==> config.mk <==
export PLATFORM = sky130hd
export DESIGN_NAME = vpsir_regs
export DESIGN_NICKNAME = d
export VERILOG_FILES = /design/src/rtl/vpsir_pkg.sv /design/src/rtl/vpsir_ctrl_if.sv /design/src/rtl/vpsir_an_emul.sv /design/src/rtl/vpsir_oui_store.sv /design/src/rtl/vpsir_regs.sv
export VERILOG_INCLUDE_DIRS = /design/src /design/src/rtl
export SDC_FILE = /design/constraint.sdc
export NUM_CORES = 1
export LEC_CHECK = 0
export ABC_AREA = 1
export BUFFER_PORTS_ARGS = -buffer_cell sky130_fd_sc_hd__buf_2
export CAP_MARGIN = 15
export CORE_MARGIN = 5
export CORE_UTILIZATION = 45
export DETAILED_ROUTE_END_ITERATION = 6
export GPL_TIMING_DRIVEN = 0
export PLACE_DENSITY = 0.75
export SLEW_MARGIN = 20
export SYNTH_ARGS = -nofsm -noshare
export SYNTH_HDL_FRONTEND = slang
export SYNTH_SLANG_ARGS = --single-unit
==> constraint.sdc <==
create_clock -name clk -period 1.45 [get_ports clk]
set_input_delay 0.145 -clock clk [delete_from_list [all_inputs] [get_ports clk]]
set_output_delay 0.145 -clock clk [all_outputs]
set_load 0.02 [all_outputs]
==> src/rtl/vpsir_defs.svh <==
// Offsets, field positions, fixed values and timing counts of the emulated PHY registers
`ifndef VPSIR_DEFS_SVH
`define VPSIR_DEFS_SVH

// ----------------------------------------------------------------
// Memory-mapped offsets (byte addresses)
// ----------------------------------------------------------------
`define VPSIR_OFF_CTRL 9'h1c0
`define VPSIR_OFF_STATUS 9'h1c4
`define VPSIR_OFF_OUI_HIGH 9'h1c8
`define VPSIR_WIN_TOP 3'h7
`define VPSIR_WORD_LAST 4'h6
`define VPSIR_WORD_SPEC 4'hf

// ----------------------------------------------------------------
// Serial management indices
// ----------------------------------------------------------------
`define VPSIR_IDX_CTRL 5'h00
`define VPSIR_IDX_STATUS 5'h01
`define VPSIR_IDX_OUI_HIGH 5'h02
`define VPSIR_IDX_LAST 5'h06
`define VPSIR_IDX_SPEC 5'h1f

// ----------------------------------------------------------------
// Control word bits decoded here
// ----------------------------------------------------------------
`define VPSIR_CTRL_SOFT_RESET_BIT 15
`define VPSIR_CTRL_RENEG_BIT 9

// ----------------------------------------------------------------
// Status word: fixed abilities, bit 5 supplied by the negotiation emulation
// ----------------------------------------------------------------
`define VPSIR_STAT_AN_DONE_BIT 5
`define VPSIR_STAT_FIXED 16'h780d
`define VPSIR_STAT_FIXED_MASK 16'hffdf

// ----------------------------------------------------------------
// Timing
// ----------------------------------------------------------------
`define VPSIR_CLK_PERIOD_NS 10
`define VPSIR_AN_SETTLE_NS 200
`define VPSIR_AN_SETTLE_CYC \
    ((`VPSIR_AN_SETTLE_NS + `VPSIR_CLK_PERIOD_NS - 1) / `VPSIR_CLK_PERIOD_NS)
`define VPSIR_AN_CNT_W 8

`endif

==> src/rtl/vpsir_pkg.sv <==
// Types shared by the emulated PHY status and identifier logic
package vpsir_pkg;

    // ----------------------------------------------------------------
    // Types
    // ----------------------------------------------------------------
    typedef logic [4:0] vpsir_index_t;
    typedef logic [15:0] vpsir_word_t;

    // Negotiation emulation states
    typedef enum logic [1:0] {
        VPSIR_AN_SETTLE,
        VPSIR_AN_DONE
    } vpsir_an_state_t;

endpackage : vpsir_pkg

==> src/rtl/vpsir_ctrl_if.sv <==
// Internal carrier between the register front end and its two helpers
interface vpsir_ctrl_if (
    input wire logic clk,
    input wire logic arst_n
);
    logic an_restart;
    logic an_enable;
    logic an_complete;
    logic oui_wr;
    logic oui_clear;
    vpsir_pkg::vpsir_word_t oui_wdata;
    vpsir_pkg::vpsir_word_t oui_value;

    // Register front end
    modport regs (
        input clk, arst_n, an_complete, oui_value,
        output an_restart, an_enable, oui_wr, oui_clear, oui_wdata
    );
    // Negotiation emulation
    modport an (
        input clk, arst_n, an_restart, an_enable,
        output an_complete
    );
    // Identifier storage
    modport store (
        input clk, arst_n, oui_wr, oui_clear, oui_wdata,
        output oui_value
    );
endinterface : vpsir_ctrl_if

==> src/rtl/vpsir_an_emul.sv <==
// Emulated auto-negotiation: completion flag that settles after each restart
`include "vpsir_defs.svh"

module vpsir_an_emul (
    // Control and result
    vpsir_ctrl_if.an ctl
);

    // ----------------------------------------------------------------
    // State
    // ----------------------------------------------------------------
    vpsir_pkg::vpsir_an_state_t state_reg;
    vpsir_pkg::vpsir_an_state_t state_next;
    logic [`VPSIR_AN_CNT_W-1:0] cnt_reg;
    logic [`VPSIR_AN_CNT_W-1:0] cnt_next;
    wire logic settle_end;

    // Settling ends on the last cycle of the emulated exchange
    assign settle_end = (cnt_reg == `VPSIR_AN_CNT_W'(`VPSIR_AN_SETTLE_CYC - 1));
    assign ctl.an_complete = (state_reg == vpsir_pkg::VPSIR_AN_DONE);

    // Next state; a restart always wins and clears the flag
    always_comb begin
        state_next = state_reg;
        cnt_next = cnt_reg;
        case (state_reg)
            vpsir_pkg::VPSIR_AN_SETTLE: begin
                // Time only runs while negotiation is enabled
                if (ctl.an_enable) begin
                    cnt_next = cnt_reg + `VPSIR_AN_CNT_W'(1);
                    if (settle_end) begin
                        state_next = vpsir_pkg::VPSIR_AN_DONE;
                    end
                end
            end
            vpsir_pkg::VPSIR_AN_DONE: begin
                cnt_next = '0;
            end
            default: begin
                state_next = vpsir_pkg::VPSIR_AN_SETTLE;
                cnt_next = '0;
            end
        endcase
        if (ctl.an_restart) begin
            state_next = vpsir_pkg::VPSIR_AN_SETTLE;
            cnt_next = '0;
        end
    end

    always_ff @(posedge ctl.clk or negedge ctl.arst_n) begin
        if (!ctl.arst_n) begin
            state_reg <= vpsir_pkg::VPSIR_AN_SETTLE;
            cnt_reg <= '0;
        end else begin
            state_reg <= state_next;
            cnt_reg <= cnt_next;
        end
    end

endmodule : vpsir_an_emul

==> src/rtl/vpsir_oui_store.sv <==
// Storage of the upper half of the emulated PHY identifier
module vpsir_oui_store #(
    // Reset value of the identifier half; the value is arbitrary
    parameter logic [15:0] OUI_HIGH_DEFAULT = 16'h2c4e
) (
    // Write and clear requests, stored value
    vpsir_ctrl_if.store ctl
);

    // ----------------------------------------------------------------
    // Storage
    // ----------------------------------------------------------------
    vpsir_pkg::vpsir_word_t oui_reg;

    assign ctl.oui_value = oui_reg;

    // any value, zero too, is kept as written
    always_ff @(posedge ctl.clk or negedge ctl.arst_n) begin
        if (!ctl.arst_n) begin
            oui_reg <= OUI_HIGH_DEFAULT;
        end else if (ctl.oui_clear) begin
            oui_reg <= OUI_HIGH_DEFAULT;
        end else if (ctl.oui_wr) begin
            oui_reg <= ctl.oui_wdata;
        end
    end

endmodule : vpsir_oui_store

==> src/rtl/vpsir_regs.sv <==
// Emulated PHY status and identifier-high registers on the memory and serial ports
`include "vpsir_defs.svh"

// Contract
// - status bits 15, 10 and 9 always read 0.
// - status bits 14 down to 11 always read 1.
// - status bit 8 always reads 0, no extended status register.
// - status bit 6 reads 0, preamble suppression not accepted.
// - negotiation-complete bit 5 clears on any reset, sets after emulated negotiation.
// - status bit 4, remote fault, always reads 0.
// - link-up bit 2 reads 1, jabber bit 1 reads 0.
// - status bit 3 and bit 0 both read 1.
// - serial port serves only indices 0 through 6.
// - words are 16 bits serially; memory bits 31:16 read 0, writes ignored.
// - identifier-high is a 16-bit read/write field at bits 15:0.
// - an all-zero identifier is stored and returned like any value.
// - status word sits at memory offset 1C4h and serial index 1.
// - identifier-high sits at memory offset 1C8h and serial index 2.
// - writing control bit 15 as 1 restores defaults; the request self-clears.
// - writing control bit 9 as 1 reruns the emulated negotiation.
module vpsir_regs #(
    // Reset value of the identifier half; the value is arbitrary
    parameter logic [15:0] OUI_HIGH_DEFAULT = 16'h2c4e
) (
    // Clock and reset
    input wire logic clk,
    input wire logic arst_n,
    // Memory-mapped register port
    input wire logic [8:0] mem_addr,
    input wire logic mem_rd,
    input wire logic mem_wr,
    input wire logic [31:0] mem_wdata,
    output logic [31:0] mem_rdata,
    output logic mem_ack,
    // Serial management port, after frame decoding
    input wire logic [4:0] mii_index,
    input wire logic mii_rd,
    input wire logic mii_wr,
    input wire logic [15:0] mii_wdata,
    output logic [15:0] mii_rdata,
    output logic mii_ack,
    output logic mii_index_valid,
    // Negotiation control from the control word owner
    input wire logic negotiation_enable,
    // Pulses and the completion flag towards the rest of the emulated PHY
    output logic emulated_phy_soft_reset,
    output logic renegotiate_trigger,
    output logic negotiation_complete
);

    // ----------------------------------------------------------------
    // Functions
    // ----------------------------------------------------------------

    // Memory byte address to register index; bit 5 of the result flags a hit
    function automatic logic [5:0] vpsir_mem_index(input logic [8:0] addr);
        logic [3:0] word;
        logic [5:0] res;
        word = addr[5:2];
        res = 6'h00;
        if (addr[8:6] == `VPSIR_WIN_TOP && addr[1:0] == 2'h0) begin
            if (word <= `VPSIR_WORD_LAST) begin
                res = {1'b1, 1'b0, word};
            end else if (word == `VPSIR_WORD_SPEC) begin
                res = {1'b1, `VPSIR_IDX_SPEC};
            end
        end
        return res;
    endfunction : vpsir_mem_index

    // Word returned for an index; words kept elsewhere read 0 here
    function automatic vpsir_pkg::vpsir_word_t vpsir_read_word(
        input vpsir_pkg::vpsir_index_t idx,
        input vpsir_pkg::vpsir_word_t status,
        input vpsir_pkg::vpsir_word_t oui
    );
        vpsir_pkg::vpsir_word_t res;
        res = 16'h0000;
        case (idx)
            `VPSIR_IDX_STATUS: begin
                res = status;
            end
            `VPSIR_IDX_OUI_HIGH: begin
                res = oui;
            end
            default: begin
                res = 16'h0000;
            end
        endcase
        return res;
    endfunction : vpsir_read_word

    // ----------------------------------------------------------------
    // Helper instances
    // ----------------------------------------------------------------
    vpsir_ctrl_if u_ctrl (
        .clk(clk),
        .arst_n(arst_n)
    );

    vpsir_an_emul u_an (
        .ctl(u_ctrl)
    );

    vpsir_oui_store #(
        .OUI_HIGH_DEFAULT(OUI_HIGH_DEFAULT)
    ) u_store (
        .ctl(u_ctrl)
    );

    // ----------------------------------------------------------------
    // Address decode
    // ----------------------------------------------------------------
    wire logic [5:0] mem_map;
    wire logic mem_hit;
    wire vpsir_pkg::vpsir_index_t mem_idx;
    wire logic mii_own;

    // The memory window holds indices 0 to 6 and 31
    assign mem_map = vpsir_mem_index(mem_addr);
    assign mem_hit = mem_map[5];
    assign mem_idx = mem_map[4:0];
    // serial indices above 6 are not served
    assign mii_own = (mii_index <= `VPSIR_IDX_LAST);

    // ----------------------------------------------------------------
    // Write decode
    // ----------------------------------------------------------------
    wire logic mem_wr_ctrl;
    wire logic mii_wr_ctrl;
    wire logic mem_wr_oui;
    wire logic mii_wr_oui;
    wire logic soft_reset_req;
    wire logic reneg_req;

    // Control word writes are seen here only for their two action bits
    assign mem_wr_ctrl = mem_wr && mem_hit && (mem_idx == `VPSIR_IDX_CTRL);
    assign mii_wr_ctrl = mii_wr && mii_own && (mii_index == `VPSIR_IDX_CTRL);
    assign mem_wr_oui = mem_wr && mem_hit && (mem_idx == `VPSIR_IDX_OUI_HIGH);
    assign mii_wr_oui = mii_wr && mii_own && (mii_index == `VPSIR_IDX_OUI_HIGH);
    assign soft_reset_req = (mem_wr_ctrl && mem_wdata[`VPSIR_CTRL_SOFT_RESET_BIT])
        || (mii_wr_ctrl && mii_wdata[`VPSIR_CTRL_SOFT_RESET_BIT]);
    assign reneg_req = (mem_wr_ctrl && mem_wdata[`VPSIR_CTRL_RENEG_BIT])
        || (mii_wr_ctrl && mii_wdata[`VPSIR_CTRL_RENEG_BIT]);

    // ----------------------------------------------------------------
    // Action pulses
    // ----------------------------------------------------------------
    logic soft_reset_reg;
    logic reneg_reg;

    // one-cycle pulse, so the request clears itself
    always_ff @(posedge clk or negedge arst_n) begin
        if (!arst_n) begin
            soft_reset_reg <= 1'b0;
            reneg_reg <= 1'b0;
        end else begin
            soft_reset_reg <= soft_reset_req;
            reneg_reg <= reneg_req;
        end
    end

    assign emulated_phy_soft_reset = soft_reset_reg;
    assign renegotiate_trigger = reneg_reg;

    // ----------------------------------------------------------------
    // Helper control
    // ----------------------------------------------------------------

    assign u_ctrl.an_restart = soft_reset_reg || reneg_reg;
    assign u_ctrl.an_enable = negotiation_enable;
    assign u_ctrl.oui_clear = soft_reset_reg;
    // memory port wins if both ports write in the same cycle
    assign u_ctrl.oui_wr = mem_wr_oui || mii_wr_oui;
    assign u_ctrl.oui_wdata = mem_wr_oui ? mem_wdata[15:0] : mii_wdata;

    // ----------------------------------------------------------------
    // Status word
    // ----------------------------------------------------------------
    wire vpsir_pkg::vpsir_word_t status_word;

    // T4 and T2 bits fixed 0
    // negotiation ability and extended capability fixed 1
    // built from constants and the negotiation flag, so no write can reach it
    assign status_word = (`VPSIR_STAT_FIXED & `VPSIR_STAT_FIXED_MASK)
        | (16'(u_ctrl.an_complete) << `VPSIR_STAT_AN_DONE_BIT);

    assign negotiation_complete = u_ctrl.an_complete;

    // ----------------------------------------------------------------
    // Read data selection
    // ----------------------------------------------------------------
    wire vpsir_pkg::vpsir_word_t mem_word;
    wire vpsir_pkg::vpsir_word_t mii_word;

    // Unmapped or foreign addresses read 0 rather than stalling the bus
    assign mem_word = mem_hit ?
        vpsir_read_word(mem_idx, status_word, u_ctrl.oui_value) : 16'h0000;
    assign mii_word = mii_own ?
        vpsir_read_word(mii_index, status_word, u_ctrl.oui_value) : 16'h0000;

    // ----------------------------------------------------------------
    // Memory port answer
    // ----------------------------------------------------------------
    logic [31:0] mem_rdata_reg;
    logic mem_ack_reg;

    always_ff @(posedge clk or negedge arst_n) begin
        if (!arst_n) begin
            mem_rdata_reg <= 32'h0000_0000;
            mem_ack_reg <= 1'b0;
        end else begin
            mem_ack_reg <= mem_rd || mem_wr;
            if (mem_rd) begin
                mem_rdata_reg <= {16'h0000, mem_word};
            end
        end
    end

    assign mem_rdata = mem_rdata_reg;
    assign mem_ack = mem_ack_reg;

    // ----------------------------------------------------------------
    // Serial port answer
    // ----------------------------------------------------------------
    logic [15:0] mii_rdata_reg;
    logic mii_ack_reg;
    logic mii_valid_reg;

    // serial words are 16 bits wide
    always_ff @(posedge clk or negedge arst_n) begin
        if (!arst_n) begin
            mii_rdata_reg <= 16'h0000;
            mii_ack_reg <= 1'b0;
            mii_valid_reg <= 1'b0;
        end else begin
            mii_ack_reg <= mii_rd || mii_wr;
            if (mii_rd || mii_wr) begin
                mii_valid_reg <= mii_own;
            end
            if (mii_rd) begin
                mii_rdata_reg <= mii_word;
            end
        end
    end

    assign mii_rdata = mii_rdata_reg;
    assign mii_ack = mii_ack_reg;
    // Lets the frame decoder tell a served index from an absent one
    assign mii_index_valid = mii_valid_reg;

endmodule : vpsir_regs

# Yosys cells after proc, flatten, opt, wreduce, memory -nomap -nowiden
# Index checks and enable logic that the tools add are counted.
[classes]
mux = 17
magnitude_cmp = 2
eq_ne = 11
bitwise = 0
shifts = 0
add_sub_neg = 1
mul = 0
n_reduce_logical = 23
div_mod_pow = 0
[op_table]
columns = ["operator", "n"]
rows = [
  ["$mux 16", 5],
  ["$pmux 16 s2", 2],
  ["$mux 8", 3],
  ["$mux 6", 3],
  ["$logic_and 1x1->1", 11],
  ["$eq 5x1->1 const B", 2],
  ["$eq 5x2->1 const B", 2],
  ["$logic_not 5->1", 2],
  ["$add 8x1->8 const B", 1],
  ["$eq 8x5->1 const B", 1],
  ["$logic_or 1x1->1", 6],
  ["$mux 2", 3],
  ["$le 5x3->1 const B", 1],
  ["$eq 4x4->1 const B", 1],
  ["$le 4x3->1 const B", 1],
  ["$logic_not 2->1", 2],
  ["$pmux 2 s2", 1],
  ["$eq 3x3->1 const B", 1],
  ["$ne 3x1->1 const B", 1],
  ["$ne 3x2->1 const B", 1],
  ["$reduce_and 3->1", 1],
  ["$eq 2x1->1 const B", 1],
  ["$ne 2x1->1 const B", 1],
  ["$reduce_bool 2->1", 1],
]
[word_totals]
output_inout_bits = 54
input_bits = 69
reg_bits = 63
wordCells = 64
mem_bits_rw = 0
latchBits = 0
n_memories = 0
romBits = 0

# Logic depth before layout (Yosys ltp)
# Gate-level depths: netlist of the first run.
[depth]
ltp_word = 9
mapped_depth = 10
mapped_depth_nobuf = 10

# Modules after synthesis
# A second synthesis of the first run with hierarchy kept.
[hier_totals]
cells_unflattened = 407
area_unflattened_um2 = 3241.9
[by_module_without_submodules]
columns = ["mod", "cells_each", "n_inst", "seq_area_each_um2", "area_each_um2"]
rows = [
  ["vpsir_regs", 278, 1, 925.9, 2088.3],
  ["vpsir_oui_store", 70, 1, 409.1, 680.7],
  ["vpsir_an_emul", 59, 1, 225.2, 473.0],
]

# Least setup slack after synthesis of the first run
# No wires, ideal clock.
[synth_path]
kind = "reg2reg"
start = "register soft_reset_reg (netlist: emulated_phy_soft_reset)"
end = "register u_an.cnt_reg[7]"
required_ns = 1.327
synth_period_minus_slack_ns = 1.356
n_path_buf = 0
arrival_ns = 1.233
slack_ns = 0.094
path_stages_with_launch = 9
setup_ns = 0.123
path_cell_list = "dfrtp_1 -> inv_1 -> nand2_1 -> nor2_1 -> nand2_1 -> nand3_1 -> nor2_1 -> o21ai_0 -> a21oi_1"
[synth_between]
elab_chain_len = 2
word_cells_on_any_way = 3
classes_between = "eq/ne: 1; mux: 1; reduce/logical: 1"
[synth_lines]
columns = ["element", "line_no", "rtl"]
rows = [
  ["from (decl)", "vpsir_regs.sv:149", "logic soft_reset_reg;"],
  ["from (signal assigned)", "vpsir_regs.sv:158", "soft_reset_reg <= soft_reset_req;"],
  ["$logic_or 1x1->1 *", "vpsir_regs.sv:170", "assign u_ctrl.an_restart = soft_reset_reg || reneg_reg;"],
  ["$ne 3x2->1 (no source line) or $mux 8 (tied branches)", "-", ""],
  ["to (signal assigned)", "vpsir_an_emul.sv:56", "cnt_reg <= cnt_next;"],
  ["to (decl)", "vpsir_an_emul.sv:14", "logic [`VPSIR_AN_CNT_W-1:0] cnt_reg;"],
]
# Every way passes the cells marked *; elsewhere a longest branch is shown, timed or not.
# A chain may end at the register's enable or synchronous reset.

# Worst setup path in the final report of the first run
[layout_path]
start = "register soft_reset_reg (netlist: emulated_phy_soft_reset)"
end = "register u_an.cnt_reg[6]"
# Same word-level chain as after synthesis.

==> flow_metrics.tcl, run 1 <==
set metrics [dict create \
    initial_core_util_pct 45.8 \
    min-delay-start "mii_wdata[9]" \
    total_leakage_power_nw 2.27 \
    placedCellCount 576 \
    slew_headroom_pct 50.4 \
    chipHeight_um 92.7 \
    io_pins 123 \
    cp_data_arrival_time_ns 1.52 \
    max_freq_ghz 0.765 \
    setup_viol 0 \
    synth_warnings 0 \
    drc 0 \
    pwr_density_cell_nw_per_um2 975 \
    dpl_cell_area_sq_um 3680 \
    syn2layout_area_growth_pct 26.1 \
    avgRoutedWirePerCell_um 12.4 \
    clkTransAtPathRegs_ns 0.06 \
    fillCellCount 644 \
    min_period_ns 1.31 \
    grt_usage_pct 18.3 \
    antenna_found_initial 0 \
    grt_pass1_wl_um 12500 \
    htree_levels 3 \
    dp_hpwl_um 5810 \
    critPathMaxFanout 7 \
    firstDrtPassIters 4 \
    place_congestion 0.851 \
    cp.required_ns 1.67 \
    post_cts_buffers 0 \
    cts_made_buffers 9 \
    ys_seq_area_share_pct 50.6 \
    skew_ns 0.00476 \
    slew_violations 0 \
    crit_buf_inv 1 \
    cp_cell_sequence "inv_1 > nand2_1 > nor2_4 > nand2_1 > nand2_1 > nor2_1 > o21ai_0 > a21oi_1" \
    yosys.area.top_type_share_pct 44.7 \
    drtIter0Drc 163 \
    vias_per_cell 4.74 \
    seqCellArea_sq_um 1560 \
    detail-route-antenna-nets 0 \
    outcome "complete, no violations" \
    utilization_pct 57.8 \
    die-width_um 92.7 \
    cpMostUsedCell "nand2_1" \
    rsz0062_at_grt "no" \
    yosys.area.top_type "dfrtp_1" \
    reg2reg_from "emulated_phy_soft_reset" \
    insertion_delay_ns 0.33 \
    critPathLaunch "emulated_phy_soft_reset" \
    ir_drop_mv 0.432 \
    vias 2807 \
    grt_start_max_net_pins 63 \
    clock-root-buffer "clkbuf_8" \
    coreArea_sq_um 6720 \
    multi_input_area_sq_um 1230 \
    insertedDiodeCount 0 \
    crit_family "simple AND/OR/NAND/NOR gates" \
    fin_nets 578 \
    max-cap-violations 0 \
    synthCells 392 \
    start_kind "register" \
    synthTopCellsByArea "dfrtp_1 (45%), nand2_1 (16%), dfstp_2 (6.0%), o21ai_0 (5.7%), inv_1 (5.5%)" \
    final_common_cell "nand2_1" \
    hold_viol 0 \
    criticalPathCategory "reg2reg" \
    syn-mean-instance-area_sq_um 7.86 \
    mostFrequentLayoutCells "nand2_1 (128), buf_2 (91), dfrtp_1 (55)" \
    port_buffers 89 \
    finalInstanceArea_sq_um 3880 \
    crit_slowest_cell "dfrtp_1" \
    die_area_sq_um 8600 \
    grt_overflow_total 0 \
    drive_above_1_share_pct 27.0 \
    hp-class "in2reg" \
    grt_pass1_vias 2656 \
    slowest_delay_ns 0.44 \
    min_period_over_period_pct 90.2 \
    yosys.cell_types.count 29 \
    syn_area_sq_um 3080 \
    wirelength_um 7350 \
    end_kind "register" \
    clkSinkCount 62 \
    ys_seq_elements 62 \
    ctsLongestPathBuffers 2 \
    num_rows 30 \
    instances_no_fill 592 \
    worst_pin_slew_ns 0.744 \
    cts_tree "built" \
]
-- cells by family (layout without fill, tap and decap cells) --
| group | count (synthesis) | after routing | share of synthesized area, % |
|---|---|---|---|
| flops | 62 | 62 | 50.6 |
| simple gates | 198 | 198 | 27.8 |
| other cells | 1 | 16 | 0.122 |
| fa+ha+maj | 1 | 1 | 0.406 |
| compound gates | 57 | 57 | 9.71 |
| buf+inv | 73 | 178 | 11.3 |
-- cells in the mapped netlist, drive strengths merged --
| cell type | count |
|---|---|
| nor2 | 23 |
| dfrtp | 55 |
| nand3b | 1 |
| ha | 1 |
| nand2 | 130 |
| buf | 21 |
| clkinv | 1 |
| o21ai | 39 |
| nor3 | 5 |
| dfstp | 7 |
| inv | 47 |
| nand3 | 33 |
| a21oi | 17 |
| clkbuf | 4 |
| nand4 | 4 |
| nor3b | 1 |
| conb | 1 |
| o211ai | 1 |
| and2 | 1 |
-- layout make-up --
class | instances | area share (%)
buffer | 25 | 4.35
multi-input combinational | 272 | 31.8
tap | 80 | 2.58
sequential | 62 | 40.2
clock inverter | 1 | 0.773
inverter | 48 | 4.64
clock buffer | 14 | 3.93
timing repair buffer | 90 | 11.8
-- tightest hold or removal path, stage by stage --
cell	delay [ns]
buf_2	0.09
nand2_1	0.04
o21ai_0	0.06
-- stage by stage --
step	total power, W	setup TNS, ns	setup WS [ns]	hold WS (ns)
6_report	0.00379	0	0.142	0.0387
5_1_grt	0.00397	0	0.00203	0.0502
2_1_floorplan	0.00217	0	0.0935	-0.151
3_5_place_dp	0.00236	-1.20	-0.0943	0.264
4_1_cts	0.00380	0	0.0801	0.0245
3_3_place_gp	0.00235	-0.608	-0.0521	0.377
-- routing by layer --
metal / up-vias / wire length, um / global-route usage, %
met5: - / 0 / 0
met4: 0 / 101 / 8.30
met3: 12 / 499 / 4.47
met2: 81 / 3400 / 28.6
met1: 1273 / 3340 / 24.0
li1: 1441 / - / -
-- where the power goes --
group | switching [W] | leakage, nW | internal [W]
Clock | 0.000616 | 0.0908 | 0.000835
Sequential | 0.0000630 | 0.826 | 0.00184
Combinational | 0.000269 | 1.35 | 0.000168
-- final timing paths --
| check | endpoint | slack, ns | cells past startpoint |
|---|---|---|---|
| max | u_an.cnt_reg[6] | 0.14 | 8 |
| min | renegotiate_trigger | 0.04 | 3 |
| max reg2reg | u_an.cnt_reg[6] | 0.14 | 8 |
| min reg2reg | u_an.cnt_reg[7] | 0.46 | 1 |
| max in group asynchronous | mii_index_valid | 0.54 | 2 |
| min in group asynchronous | mem_ack | 0.43 | 2 |
-- what timing repair did --
item                                   4_1_cts  5_1_grt
setup endpoints to repair                    2        2
gates resized for setup                      1        1
endpoints found under the hold margin       55        0
hold buffers                                 1        0
(Power assumes the default switching activity.)
==> inputs of run 2 (changes only) <==
--- a/config.mk
+++ b/config.mk
@@ -9,11 +9,13 @@
 export ABC_AREA = 1
 export BUFFER_PORTS_ARGS = -buffer_cell sky130_fd_sc_hd__buf_2
 export CAP_MARGIN = 15
+export CELL_PAD_IN_SITES_DETAIL_PLACEMENT = 1
+export CELL_PAD_IN_SITES_GLOBAL_PLACEMENT = 1
 export CORE_MARGIN = 5
-export CORE_UTILIZATION = 45
+export CORE_UTILIZATION = 34
 export DETAILED_ROUTE_END_ITERATION = 6
 export GPL_TIMING_DRIVEN = 0
-export PLACE_DENSITY = 0.75
+export PLACE_DENSITY_LB_ADDON = 0.1
 export SLEW_MARGIN = 20
 export SYNTH_ARGS = -nofsm -noshare
 export SYNTH_HDL_FRONTEND = slang
==> run 2 against run 1 <==
  * Final area up 2.2%
  * Global-route usage fell by 2.3 points
  * Die area is 29% higher
  * Sequential share of layout area down 0.86 points
==> flow_metrics.tcl, run 2 (synthesized netlist as in run 1, its figures left out) <==
set metrics [dict create \
    clkSinkCount 62 \
    fin_ws_ns 0.168 \
    holdWs_ns 0.0452 \
    ff2ff_path_depth 8 \
    io_pins 123 \
    clkTransAtPathRegs_ns 0.07 \
    grt_usage_pct 16.0 \
    finalInstanceArea_sq_um 3970 \
    crit_family "simple AND/OR/NAND/NOR gates" \
    tns_ns 0 \
    detail-route-antenna-nets 0 \
    ir_drop_mv 0.422 \
    die_area_sq_um 11100 \
    chipHeight_um 105 \
    cts_tree "built" \
    slew_violations 0 \
    grt_overflow_total 0 \
    avgRoutedWirePerCell_um 13.7 \
    drtIter0Drc 142 \
    start_kind "register" \
    crit_buf_inv 1 \
    slowest_delay_ns 0.41 \
    hold_viol 0 \
    port_buffers 89 \
    end_kind "register" \
    total_leakage_power_nw 2.30 \
    initial_core_util_pct 35.2 \
    outcome "complete, no violations" \
    min_period_over_period_pct 88.4 \
    place_congestion 0.772 \
    drive_above_1_share_pct 28.3 \
    firstDrtPassIters 4 \
    cp_cell_sequence "inv_1 > nand2_1 > nor2_4 > nand2_1 > nand3_1 > nor2_1 > o21ai_0 > a21oi_1" \
    grt_pass1_wl_um 14600 \
    grt_pass1_vias 3035 \
    crit_slowest_cell "dfrtp_1" \
    dpl_cell_area_sq_um 3740 \
    antenna_found_initial 0 \
    hold_depth 3 \
    max_freq_ghz 0.780 \
    utilization_pct 45.3 \
    cpMostUsedCell "nand2_1" \
    insertion_delay_ns 0.33 \
    die-width_um 105 \
    dp_slack_ns -0.160 \
    rsz0062_at_grt "no" \
    vias_per_cell 4.52 \
    regToRegSetupSlack_ns 0.17 \
    drc 0 \
    fin_nets 581 \
    syn2layout_area_growth_pct 28.9 \
    final_common_cell "nand2_1" \
    clock-root-buffer "clkbuf_8" \
    max-cap-violations 0 \
    skew_ns 0.0106 \
    cts_made_buffers 9 \
    wirelength_um 8550 \
    ctsLongestPathBuffers 2 \
    reg2reg_from "emulated_phy_soft_reset" \
    pwr_density_cell_nw_per_um2 973 \
    insertedDiodeCount 0 \
    htree_levels 3 \
    num_rows 34 \
    criticalPathCategory "reg2reg" \
    min_to "renegotiate_trigger" \
    min-delay-start "mii_wdata[9]" \
    vias 2821 \
    setup_viol 0 \
    cp_data_arrival_time_ns 1.49 \
    regToRegEndpoint "u_an.cnt_reg[7]" \
    cp.required_ns 1.66 \
    mostFrequentLayoutCells "nand2_1 (128), buf_2 (91), dfrtp_1 (55)" \
    min_period_ns 1.28 \
    grt_start_max_net_pins 33 \
    coreArea_sq_um 8760 \
    hp-class "in2reg" \
    critPathMaxFanout 4 \
    dp_hpwl_um 6900 \
]
## run 2: cell types whose count changed in the layout (fill, tap and decap cells not counted), sizes merged
cell / change
clkbuf: -5
inv: +1
clkinv: +4
buf: +3
clkinvlp: +1
## run 2: worst register-to-register path: cells and delay by family (launching register included)
| kind | cells | cell delay (ns) |
|---|---|---|
| buffers and inverters | 1 | 0.06 |
| and+or+nand+nor | 5 | 0.50 |
| AOI/OAI and AO/OA | 2 | 0.19 |
| DFF | 1 | 0.41 |
## run 2: repair_timing
item / 4_1_cts / 5_1_grt
hold endpoints to repair: 23 / 0
resized for setup: 1 / 1
hold buffers: 1 / 0
setup endpoints to repair: 2 / 2
setup buffers: 0 / 2
pin swaps: 0 / 1
## run 2: final cells by class
type,count,area (sq um)
timing repair buffer,93,493
sequential,62,1560
clock buffer,9,124
inverter,48,180
buffer,25,169
clock inverter,7,73.8
tap,108,135
multi-input combinational,272,1230
fill,1130,4790
## run 2: per-layer routing
metal  up-vias  track usage (%)  share of wire, %
li1       1440                -                 -
met2        67             26.1                49
met4         0             5.57               1.1
met5         -                0                 0
met1      1307             20.8                45
met3         7             3.51               5.1
## run 2: worst max path at each step
| stage | from | to | slack, ns | cells past startpoint |
|---|---|---|---|---|
| 2_1_floorplan | emulated_phy_soft_reset | u_an.cnt_reg[7] | 0.09 | 8 |
| 3_3_place_gp | mem_addr[5] | u_store.ctl.oui_value[9] | -0.11 | 9 |
| 3_5_place_dp | mii_index[4] | mii_rdata[5] | -0.16 | 6 |
| 4_1_cts | emulated_phy_soft_reset | u_an.cnt_reg[7] | 0.008 | 8 |
| 5_1_grt | emulated_phy_soft_reset | u_an.cnt_reg[7] | 0.03 | 8 |
| 6_report | emulated_phy_soft_reset | u_an.cnt_reg[7] | 0.17 | 8 |
## run 2: where the power goes
part / total (W) / switching, W / internal [W]
Sequential: 0.00190 / 0.0000666 / 0.00184
Clock: 0.00149 / 0.000696 / 0.000799
Combinational: 0.000464 / 0.000287 / 0.000177
## run 2: through the flow
stage / std cells / power, W
CTS: 622 / 0.00392
global placement: 604 / 0.00237
detailed placement: 605 / 0.00239
floorplan: 407 / 0.00217
global route: 624 / 0.00410
finish: 624 / 0.00386
==> inputs of run 3 (changes only) <==
==> constraint.sdc (replaced) <==
create_clock -name clk -period 1.45 [get_ports clk]
set_input_delay 0.29 -clock clk [delete_from_list [all_inputs] [get_ports clk]]
set_output_delay 0.29 -clock clk [all_outputs]
set_load 0.02 [all_outputs]
==> run 3 against run 2 <==
  * Clock skew barely moved
  * Worst hold slack improved by 0.14 ns
  * Fmax fell by 4.5%
  * Largest cell class unchanged
  * Count of clock-buffer cells in the layout did not move
  * Combinational power barely moved
==> flow_metrics.tcl, run 3 (synthesized netlist as in run 1, its figures left out) <==
set metrics [dict create \
    tns_ns 0 \
    vias 2832 \
    finalInstanceArea_sq_um 4000 \
    place_congestion 0.772 \
    placedCellCount 605 \
    wirelength_um 8540 \
    skew_ns 0.0108 \
    holdWs_ns 0.189 \
    chipHeight_um 105 \
    grt_overflow_total 0 \
    pwr_density_cell_nw_per_um2 969 \
    end_kind "register" \
    route.met3.wl_um 446 \
    ctsLongestPathBuffers 2 \
    slew_violations 0 \
    clock-root-buffer "clkbuf_8" \
    ir_drop_mv 0.426 \
    avgRoutedWirePerCell_um 13.7 \
    combPwrFrac_pct 12.1 \
    fillCellCount 1121 \
    instances_no_fill 625 \
    cp_data_arrival_time_ns 1.61 \
    initial_core_util_pct 35.2 \
    criticalPathCategory "in2reg" \
    grt_start_max_net_pins 33 \
    switching_share_pct 27.4 \
    routedLengthMet1_um 3830 \
    hp-class "in2reg" \
    grt_pass1_vias 3035 \
    drive_above_1_share_pct 29.2 \
    clkSinkCount 62 \
    max-cap-violations 0 \
    coreArea_sq_um 8760 \
    mostFrequentLayoutCells "nand2_1 (127), buf_2 (89), dfrtp_1 (55)" \
    num_rows 34 \
    dp_hpwl_um 6900 \
    final_common_cell "nand2_1" \
    top_layer_used "met4" \
    drtIter0Drc 128 \
    cp.required_ns 1.72 \
    rsz0062_at_grt "no" \
    io_pins 123 \
    cts_tree "built" \
    clkTransAtPathRegs_ns 0.07 \
    hold_viol 0 \
    fin_nets 582 \
    critPathMaxFanout 10 \
    port_buffers 89 \
    sequentialPowerShare_pct 49.2 \
    drc 0 \
    firstDrtPassIters 4 \
    ff2ff_path_depth 8 \
    total_leakage_power_nw 2.30 \
    hold_depth 3 \
    outcome "complete, no violations" \
    detail-route-antenna-nets 0 \
    insertion_delay_ns 0.33 \
    pwr-share-clk_pct 38.8 \
    multi_input_area_sq_um 1250 \
    setup_viol 0 \
    die_area_sq_um 11100 \
    htree_levels 3 \
    insertedDiodeCount 0 \
    antenna_found_initial 0 \
    die-width_um 105 \
    grt_pass1_wl_um 14600 \
    max_freq_ghz 0.745 \
    p_sw_w 0.00106 \
    min_period_over_period_pct 92.5 \
    internal-power_w 0.00281 \
    syn2layout_area_growth_pct 29.7 \
    dpl_cell_area_sq_um 3740 \
    wl_met2_um 4170 \
    min_period_ns 1.34 \
    cts_made_buffers 9 \
    vias_per_cell 4.53 \
    start_kind "input pin" \
    grt_usage_pct 16.0 \
    seqCellArea_sq_um 1560 \
]
[run 3: per-layer routing]
| layer | vias to the layer above | GRT usage (%) |
|---|---|---|
| met5 | - | 0 |
| met4 | 0 | 5.57 |
| met3 | 7 | 3.51 |
| met2 | 72 | 26.1 |
| met1 | 1308 | 20.8 |
| li1 | 1445 | - |
[run 3: repair_timing]
item	CTS	global route
hold buffers	1	0
pin swaps	0	3
gates cloned	0	0
endpoints found under the setup margin	2	20
setup buffers	0	3
resized for setup	1	10
hold endpoints to repair	23	0
[run 3: path summary, 6_finish.rpt]
check,startpoint,to,slack [ns]
worst max-delay path,mii_index[4],u_store.ctl.oui_value[9],0.11
worst min-delay path,mii_wdata[9],renegotiate_trigger,0.19
worst max register to register,emulated_phy_soft_reset,u_an.cnt_reg[7],0.17
worst min register to register,u_an.cnt_reg[7],u_an.cnt_reg[7],0.47
max in group asynchronous,arst_n,mem_rdata[10],0.50
min in group asynchronous,arst_n,mii_rdata[5],0.45
[run 3: power groups by stage]
stage	Clock, W	Sequential, W	Combinational, W
2_1_floorplan	0	0.00192	0.000248
3_3_place_gp	0	0.00193	0.000433
3_5_place_dp	0	0.00194	0.000455
4_1_cts	0.00156	0.00190	0.000462
5_1_grt	0.00165	0.00192	0.000532
6_report	0.00150	0.00190	0.000467
[run 3: critical path, cell delays in order]
cell and delay, ns:
buf_2 0.10, nor2_1 0.17, nand2_1 0.15, nor2_1 0.19, nand2_1 0.12, a21oi_4 0.26
buf_6 0.17, nand2_1 0.08, nand2_1 0.07
[run 3: final cells by class]
cell class / count / area share [%]
Sequential cell: 62 / 39.0
Multi-Input combinational cell: 272 / 31.2
Timing Repair Buffer: 94 / 12.5
Inverter: 48 / 4.51
Buffer: 25 / 4.38
Tap cell: 108 / 3.38
Clock buffer: 9 / 3.10
Clock inverter: 7 / 1.85
[run 3: per-stage QoR]
| stage | total power (W) | worst slack, ns | util [%] |
|---|---|---|---|
| floorplan | 0.00217 | 0.0935 | - |
| global placement | 0.00237 | -0.258 | 42.4 |
| detailed placement | 0.00239 | -0.305 | 42.7 |
| CTS | 0.00392 | 0.00813 | 45.1 |
| global route | 0.00410 | 0.0208 | 45.6 |
| finish | 0.00387 | 0.108 | 45.6 |
